<file path="src/shared/tmc_defs.vh">
// Purpose: Constants for the timer control register block
// Assumes: Byte-wide plain register port, 50 MHz core clock
// Notes: Offsets are byte addresses on the register port
`ifndef TMC_DEFS_VH
`define TMC_DEFS_VH

// ======================================================
// Register offsets
`define TMC_OFS_CTL0 32'hFFFFF600
`define TMC_OFS_CTL1 32'hFFFFF601
`define TMC_OFS_IOC0 32'h0FFFF602
`define TMC_OFS_STAT 32'hFFFFF605
`define TMC_OFS_CNTL 32'hFFFFF606
`define TMC_OFS_CNTH 32'hFFFFF607

// ======================================================
// Field positions
`define TMC_CTL0_RUN 7
`define TMC_CTL0_CKS_HI 2
`define TMC_CTL0_CKS_LO 0
`define TMC_CTL1_TRIG 6
`define TMC_CTL1_EEE 5
`define TMC_CTL1_MD_HI 2
`define TMC_CTL1_MD_LO 0
`define TMC_STAT_OVF 0

// ======================================================
// Reset values
`define TMC_RST_REG 8'h00
`define TMC_RST_CNT 16'hFFFF
`define TMC_CNT_IDLE_READ 16'h0000

// ======================================================
// Timer modes
`define TMC_MD_INTERVAL 3'h0
`define TMC_MD_EVENT 3'h1
`define TMC_MD_EXT_TRIG 3'h2
`define TMC_MD_ONE_SHOT 3'h3
`define TMC_MD_PWM 3'h4
`define TMC_MD_FREE_RUN 3'h5
`define TMC_MD_PULSE_MEAS 3'h6
`define TMC_MD_SIX_PWM 3'h7

// ======================================================
// Prescaler
`define TMC_PRESC_W 8

`endif

</file>
<file path="src/core/tmc_prescaler.v">
// Purpose: Peripheral clock divider giving a one-cycle count enable
// Assumes: Cleared while the timer is stopped
// Notes: Code n gives one pulse every 2^(n+1) clocks
`include "tmc_defs.vh"
`default_nettype none

module tmc_prescaler (
	input wire core_clk,
	input wire rst,
	input wire run,
	input wire [2:0] select,
	output reg tick
);

reg [`TMC_PRESC_W-1:0] div_cnt;
reg [`TMC_PRESC_W-1:0] mask;
integer i;

// ======================================================
// Mask of the low bits that must all be ones
always @*
begin
	mask = {`TMC_PRESC_W{1'b0}};
	for (i = 0; i < `TMC_PRESC_W; i = i + 1)
	begin
		if (i <= select)
		begin
			mask[i] = 1'b1;
		end
	end
end

// ======================================================
// Divider; restarts on each run so the first tick is a full period
always @(posedge core_clk)
begin
	if (rst || !run)
	begin
		div_cnt <= {`TMC_PRESC_W{1'b0}};
		tick <= 1'b0;
	end
	else
	begin
		div_cnt <= div_cnt + 8'h01;
		tick <= ((div_cnt & mask) == mask);
	end
end

endmodule

`default_nettype wire

</file>
<file path="src/core/tmc_timer.v">
// Purpose: Control registers, count source and output control of a 16-bit timer
// Assumes: Plain register port, byte data, read data one cycle after the strobe
// Notes: Mode-specific compare and capture logic lives outside this block
//
// The plain strobed port was chosen for this implementation.
`include "tmc_defs.vh"
`default_nettype none

// Functional notes
// - Run bit 0 holds the timer stopped and reset; 1 starts it.
// - Clearing run resets overflow flag and counter together; the pins return to their start level one clock later.
// - Clock select codes 0..7 pick peripheral clock divided by 2..256.
// - Rewriting control 0 with its current value never disturbs operation.
// - Writing 1 to software trigger acts as a valid external trigger.
// - Software trigger bit always reads as zero.
// - Software trigger ignored outside one-shot and external trigger modes.
// - Event enable picks internal count clock or external event edges.
// - Mode codes 0..7 select the eight timer operating modes.
// - Event count mode always counts the external event input.
// - Level bit 0 starts the pin high; level bit 1 starts it low.
// - Enable 0 drives the level bit onto the pin; enable 1 the pulse.
// - Stopped and disabled, a level change reaches the pin one clock later.
// - Three control registers, 8 bits, byte access, reset to zero.
// - Stopped counter holds all ones internally and reads as zero.
module tmc_timer (
	input wire core_clk,
	input wire rst,
	input wire [31:0] reg_addr,
	input wire [7:0] reg_wdata,
	input wire reg_wr,
	input wire reg_rd,
	output reg [7:0] reg_rdata,
	input wire event_count_input,
	output reg [3:0] timer_output_pin,
	output reg count_tick,
	output reg trigger_pulse,
	output wire overflow_flag,
	output wire [2:0] timer_mode
);

// ======================================================
// Register state

reg run_enable_bit;
reg [2:0] count_clock_select;
reg external_event_enable_bit;
reg [2:0] timer_mode_select;
reg [7:0] output_control;
reg ovf;

wire sel_ctl0;
wire sel_ctl1;
wire sel_ioc0;
wire sel_stat;
wire sel_cntl;
wire sel_cnth;

assign sel_ctl0 = (reg_addr == `TMC_OFS_CTL0);
assign sel_ctl1 = (reg_addr == `TMC_OFS_CTL1);
assign sel_ioc0 = (reg_addr == `TMC_OFS_IOC0);
assign sel_stat = (reg_addr == `TMC_OFS_STAT);
assign sel_cntl = (reg_addr == `TMC_OFS_CNTL);
assign sel_cnth = (reg_addr == `TMC_OFS_CNTH);

assign overflow_flag = ovf;
assign timer_mode = timer_mode_select;

// ======================================================
// Timer core state

reg [15:0] counter;
reg started;
reg armed;
reg [3:0] pulse_toggle;

wire presc_tick;
wire use_external;
wire trig_mode;
wire ovf_mode;
wire sw_trigger;
wire tick_now;
wire wrap;
wire [15:0] counter_view;

// ======================================================
// Control register writes

always @(posedge core_clk)
begin
	if (rst)
	begin
		run_enable_bit <= 1'b0;
		count_clock_select <= 3'h0;
		external_event_enable_bit <= 1'b0;
		timer_mode_select <= 3'h0;
		output_control <= `TMC_RST_REG;
	end
	else
	begin
		if (reg_wr && sel_ctl0)
		begin
			// Same-value rewrite keeps running: nothing restarts on a 1 -> 1 write
			run_enable_bit <= reg_wdata[`TMC_CTL0_RUN];
			count_clock_select <= reg_wdata[`TMC_CTL0_CKS_HI:`TMC_CTL0_CKS_LO];
		end
		if (reg_wr && sel_ctl1)
		begin
			external_event_enable_bit <= reg_wdata[`TMC_CTL1_EEE];
			timer_mode_select <= reg_wdata[`TMC_CTL1_MD_HI:`TMC_CTL1_MD_LO];
		end
		if (reg_wr && sel_ioc0)
		begin
			output_control <= reg_wdata;
		end
	end
end

// ======================================================
// Software trigger: a write strobe only, never stored

assign trig_mode = (timer_mode_select == `TMC_MD_ONE_SHOT) ||
	(timer_mode_select == `TMC_MD_EXT_TRIG);

assign sw_trigger = reg_wr && sel_ctl1 &&
	reg_wdata[`TMC_CTL1_TRIG] && trig_mode && run_enable_bit;

always @(posedge core_clk)
begin
	if (rst)
	begin
		trigger_pulse <= 1'b0;
	end
	else
	begin
		trigger_pulse <= sw_trigger;
	end
end

// ======================================================
// Count source

tmc_prescaler u_presc (
	.core_clk(core_clk),
	.rst(rst),
	.run(run_enable_bit),
	.select(count_clock_select),
	.tick(presc_tick)
);

reg evt_meta;
reg evt_sync;
reg evt_prev;

// Pin is asynchronous to core_clk; two stages before edge detection
always @(posedge core_clk)
begin
	if (rst)
	begin
		evt_meta <= 1'b0;
		evt_sync <= 1'b0;
		evt_prev <= 1'b0;
	end
	else
	begin
		evt_meta <= event_count_input;
		evt_sync <= evt_meta;
		evt_prev <= evt_sync;
	end
end

assign use_external = external_event_enable_bit ||
	(timer_mode_select == `TMC_MD_EVENT);

// Rising edges only; edge selection is handled elsewhere
assign tick_now = run_enable_bit &&
	(use_external ? (evt_sync && !evt_prev) : presc_tick);

always @(posedge core_clk)
begin
	if (rst)
	begin
		count_tick <= 1'b0;
	end
	else
	begin
		count_tick <= tick_now;
	end
end

// ======================================================
// 16-bit counter

assign wrap = tick_now && started && (counter == `TMC_RST_CNT);
assign ovf_mode = (timer_mode_select == `TMC_MD_FREE_RUN) ||
	(timer_mode_select == `TMC_MD_PULSE_MEAS);

always @(posedge core_clk)
begin
	if (rst || !run_enable_bit)
	begin
		// Held at all ones for as long as run is low, not only on the edge
		counter <= `TMC_RST_CNT;
		started <= 1'b0;
	end
	else if (tick_now)
	begin
		counter <= counter + 16'h0001;
		started <= 1'b1;
	end
end

// ======================================================
// Overflow flag: set wins over a software clear

always @(posedge core_clk)
begin
	if (rst || !run_enable_bit)
	begin
		ovf <= 1'b0;
	end
	else if (wrap && ovf_mode)
	begin
		ovf <= 1'b1;
	end
	else if (reg_wr && sel_stat && !reg_wdata[`TMC_STAT_OVF])
	begin
		ovf <= 1'b0;
	end
end

// ======================================================
// Trigger arming for the triggered pulse modes

always @(posedge core_clk)
begin
	if (rst || !run_enable_bit)
	begin
		armed <= 1'b0;
	end
	else if (sw_trigger)
	begin
		armed <= 1'b1;
	end
end

// ======================================================
// Output control, one slice per channel

genvar ch;
generate
	for (ch = 0; ch < 4; ch = ch + 1)
	begin : g_chan
		wire oe;
		wire ol;
		wire pulse_go;
		assign oe = output_control[2 * ch];
		assign ol = output_control[2 * ch + 1];
		assign pulse_go = wrap && (!trig_mode || armed);

		always @(posedge core_clk)
		begin
			if (rst || !run_enable_bit)
			begin
				pulse_toggle[ch] <= 1'b0;
			end
			else if (pulse_go)
			begin
				pulse_toggle[ch] <= ~pulse_toggle[ch];
			end
		end

		// Registered pin: a level change shows one clock later
		always @(posedge core_clk)
		begin
			if (rst)
			begin
				timer_output_pin[ch] <= 1'b0;
			end
			else if (oe)
			begin
				timer_output_pin[ch] <= ~ol ^ pulse_toggle[ch];
			end
			else
			begin
				timer_output_pin[ch] <= ol;
			end
		end
	end
endgenerate

// ======================================================
// Register reads

assign counter_view = run_enable_bit ? counter : `TMC_CNT_IDLE_READ;

always @(posedge core_clk)
begin
	if (rst)
	begin
		reg_rdata <= 8'h00;
	end
	else if (reg_rd)
	begin
		if (sel_ctl0)
		begin
			reg_rdata <= {run_enable_bit, 4'h0, count_clock_select};
		end
		else if (sel_ctl1)
		begin
			// Trigger bit and reserved bits read as zero
			reg_rdata <= {2'b00, external_event_enable_bit, 2'b00, timer_mode_select};
		end
		else if (sel_ioc0)
		begin
			reg_rdata <= output_control;
		end
		else if (sel_stat)
		begin
			reg_rdata <= {7'h00, ovf};
		end
		else if (sel_cntl)
		begin
			reg_rdata <= counter_view[7:0];
		end
		else if (sel_cnth)
		begin
			reg_rdata <= counter_view[15:8];
		end
		else
		begin
			reg_rdata <= 8'h00;
		end
	end
	else
	begin
		reg_rdata <= 8'h00;
	end
end

endmodule

`default_nettype wire

</file>
<file path="config.mk">
export PLATFORM = sky130hd
export DESIGN_NAME = tmc_timer
export DESIGN_NICKNAME = d
export VERILOG_FILES = /design/src/core/tmc_prescaler.v /design/src/core/tmc_timer.v
export VERILOG_INCLUDE_DIRS = /design/src /design/src/shared
export SDC_FILE = /design/constraint.sdc
export NUM_CORES = 1
export LEC_CHECK = 0
export BUFFER_PORTS_ARGS = -buffer_cell sky130_fd_sc_hd__buf_2
export CAP_MARGIN = 15
export CORE_ASPECT_RATIO = 0.6
export CORE_UTILIZATION = 59
export DETAILED_ROUTE_END_ITERATION = 10
export PLACE_DENSITY = 0.95
export SKIP_LAST_GASP = 1
export SLEW_MARGIN = 20
export SYNTH_ARGS = -nofsm -noshare
export SYNTH_HDL_FRONTEND = slang
export SYNTH_SLANG_ARGS = --single-unit
</file>
<file path="constraint.sdc">
create_clock -name core_clk -period 4.5 [get_ports core_clk]
set_clock_uncertainty 0.15 [all_clocks]
set_input_delay 0.675 -clock core_clk [delete_from_list [all_inputs] [get_ports core_clk]]
set_output_delay 0.675 -clock core_clk [all_outputs]
set_load 0.03 [all_outputs]
</file>
==> flow_metrics.py <==
metrics = {
    "placed_design": {
        "dp_hpwl_um": 6130,
        "portBuffers": 62,
        "dpl_cell_area_sq_um": 3520,
        "gp_congestion": 0.891,
    },
    "layout": {
        "finish.utilization_pct": 73.1,
        "seq_area_sq_um": 1300,
        "fin_nets": 460,
        "syn_to_final_growth_pct": 17.6,
        "finish.instance_area_sq_um": 3730,
        "fillCellCount": 391,
        "drive_gt1_share_pct": 21.1,
        "multiInputGateArea_sq_um": 1790,
        "antenna_cells": 0,
    },
    "route": {
        "ant_nets": 0,
        "drt_iter0_drc": 165,
        "first_pass_iters": 5,
        "routedWlPerCell_um": 17.1,
        "vias": 2963,
        "detail_route.drc_violations": 0,
        "viasPerCell": 6.12,
        "wirelength_um": 8280,
    },
    "timing": {
        "setup_violations": 0,
        "fin_crit_sh_pct": 53.3,
        "rsz0062_at_grt": "no",
        "fin_crit_ps": 2400,
        "setup_tns_ps": 0,
        "max_freq_ghz": 0.417,
        "relSlewSlack_pct": 51.7,
        "slew_violations": 0,
        "tightest_slew_ps": 718,
        "final-hold-violation-count": 0,
    },
    "clock_tree": {
        "cts.hold.buffers_added": 0,
        "htree_levels": 3,
        "cts-root-buf": "clkbuf_8",
        "cts_buffers": 9,
        "clkTransAtPathRegs_ps": 70,
        "cts_setup_buffers": 0,
        "post_cts_resized": 0,
        "cts_tree": "done",
        "clock_latency_ps": 350,
        "clock_path_buffers": 2,
        "clock-sinks": 65,
    },
    "setup_path": {
        "critical_path_required_ps": 4560,
        "startpoint_type": "flop",
        "path_class": "reg -> reg",
        "rrSetupSlack_ps": 2100,
        "max_stage_delay_ps": 640,
        "worstReg2RegStart": "timer_mode[0]",
        "arrival_ps": 2460,
        "r2r_end": "pulse_toggle[0]",
        "startpoint": "timer_mode[0]",
        "slowest_stage": "a2111oi_4",
        "cp_cell_sequence": "nor3b_1 > o21ai_1 > a2111oi_4 > xnor2_1 > nor2_1",
        "rr_worst_depth": 5,
        "end_kind": "flop",
        "crit_path_max_fanout": 6,
    },
    "die": {
        "rows": 20,
        "die_y_um": 58.8,
        "io_pins": 63,
        "die_w_um": 96.7,
        "start_util_pct": 62.2,
        "die-area_sq_um": 5680,
        "coreArea_sq_um": 5100,
    },
    "power_and_ir_drop": {
        "finalPower_mw": 1.14,
        "ir_drop_uv": 205,
        "leakagePower_nw": 1.58,
        "p_per_area_nw_per_um2": 307,
    },
    "global_routing": {
        "antenna_found_initial": 0,
        "grt-ovfl-total": 0,
        "first_global_vias": 2788,
        "grt_max_degree": 24,
        "gr-usage-all-layers_pct": 30.8,
        "grt_pass1_wl_um": 13500,
    },
    "yosys": {
        "ys_ff_latch": 65,
        "netlist_area_sq_um": 3170,
        "synth_edf_count": 0,
        "ys_warn_count": 0,
        "ys.flop_type": "dfxtp_1",
        "synth_cells": 352,
        "synth.avg_cell_area_sq_um": 9.01,
        "synth.yosys.seq_area_share_pct": 41.0,
        "yosysUniqueCellTypes": 56,
        "postSynth.asyncResetShare_pct": 0,
        "syn_nets": 399,
    },
    "min_path": {
        "hold_depth": 1,
        "min_from": "evt_meta",
        "min_path_type": "reg -> reg",
        "min_to": "evt_sync",
    },
    "job": {
        "cap_violations": 0,
    },
    "status": {
        "status": "completed",
    },
}
[power breakdown]
part	internal, mW	switching [mW]	total [mW]	leakage [nW]
registers	0.576	0.000571	0.577	0.524
clock network	0.301	0.217	0.518	0.107
logic	0.0210	0.0278	0.0488	0.953
[state kept, by name, summed over array words and instances, names as in the netlist]
register                   cells
reg_rdata                      8
timer_mode                     3
external_event_enable_bit      1
counter                       16
u_presc.div_cnt                8
evt_sync                       1
run_enable_bit                 1
started                        1
evt_prev                       1
overflow_flag                  1
timer_output_pin               4
count_clock_select             3
evt_meta                       1
u_presc.tick                   1
trigger_pulse                  1
armed                          1
count_tick                     1
output_control                 8
pulse_toggle                   4
[cell type report]
| type | instances | area share (%) |
|---|---|---|
| clock buffers | 14 | 4.63 |
| clock inverters | 2 | 0.939 |
| inverters | 9 | 0.905 |
| multi-input cells | 265 | 47.9 |
| flip-flops and latches | 65 | 34.9 |
| well taps | 66 | 2.21 |
| repair buffers | 63 | 8.52 |
[logic make-up after synthesis]
| kind of cell | share of synthesized area (%) |
|---|---|
| flip-flops | 41.0 |
| AND/OR/NAND/NOR | 29.1 |
| buffers and inverters | 2.64 |
| XOR/XNOR | 6.90 |
| AO/OA/AOI/OAI | 12.2 |
| adder cells (fa/ha/maj) | 0.789 |
| multiplexers | 7.29 |
[how the worst max path moves through the flow]
stage / slack [ps] / depth (start not counted) / endpoint
finish: 2100 / 5 / pulse_toggle[0]
global route: 1970 / 5 / pulse_toggle[0]
detailed placement: 1790 / 6 / output_control[6]
floorplan: 2140 / 5 / reg_rdata[5]
CTS: 2120 / 5 / pulse_toggle[0]
global placement: 1820 / 5 / trigger_pulse
[metrics by stage]
step | worst slack, ps | cells | hold WS, ps
CTS | 2120 | 484 | 304
finish | 2100 | 484 | 300
floorplan | 2140 | 352 | 264
global placement | 1820 | 468 | 272
detailed placement | 1790 | 468 | 290
global route | 1970 | 484 | 326
[Yosys cell counts, types with 2 or more instances]
library cell	number	area share [%]
nand4_2	2	0.79
a41oi_1	2	0.55
and4_1	5	1.4
nand4b_1	6	1.7
nor3_1	4	0.63
or3_1	4	0.79
o211ai_1	2	0.47
a22o_1	2	0.55
nand4_1	9	1.8
dfxtp_1	65	41
a211oi_1	4	0.95
xnor2_1	19	5.2
a311oi_1	2	0.55
inv_1	8	0.95
a21boi_0	2	0.47
and2_1	7	1.4
a21oi_1	19	3.0
clkbuf_1	11	1.3
or4_1	10	2.4
nand2b_1	3	0.59
and3_1	2	0.39
nor2_1	31	3.7
mux2i_1	22	6.9
a41o_1	3	0.95
xor2_1	6	1.7
nor4_1	2	0.39
o2111ai_1	2	0.55
nor3b_1	2	0.47
and4b_1	2	0.63
nor2b_1	8	1.6
nand3_1	18	2.8
nand2_1	37	4.4
o21ai_0	7	1.1
ha_1	2	0.79
[cells in the final DEF, fill, tap and decap left out, drive strengths merged, types with 2 or more instances in the layout]
master,instances
a2111oi,2
mux2i,22
nand2,37
a21oi,19
nand4b,6
nor4,4
o21ai,8
a21boi,2
or4,10
inv,8
a41oi,2
nor2,31
clkinv,2
xnor2,19
a311oi,2
nand3,18
a41o,3
and4b,2
nor3b,2
o211ai,2
and3,2
and2,8
nor3,5
and4,5
xor2,6
or3,4
a211oi,4
a22o,2
nor2b,8
buf,63
nand4,12
ha,2
clkbuf,14
dfxtp,65
o2111ai,2
nand2b,3
[metal layers]
layer	share of wire [%]	track usage, %	up-vias
met3	8.4	11.6	15
li1	-	-	1410
met1	45	38.4	1393
met2	45	50.0	145
met4	1.6	10.0	0
met5	0	0	-
[critical path: cells and delay by family (launching register included)]
| family | cells | cell delay [ps] |
|---|---|---|
| AO/OA/AOI/OAI | 2 | 880 |
| AND/OR/NAND/NOR | 2 | 560 |
| flip-flops | 1 | 460 |
| XOR/XNOR | 1 | 200 |
No activity file was read; power rests on OpenSTA's default activity.
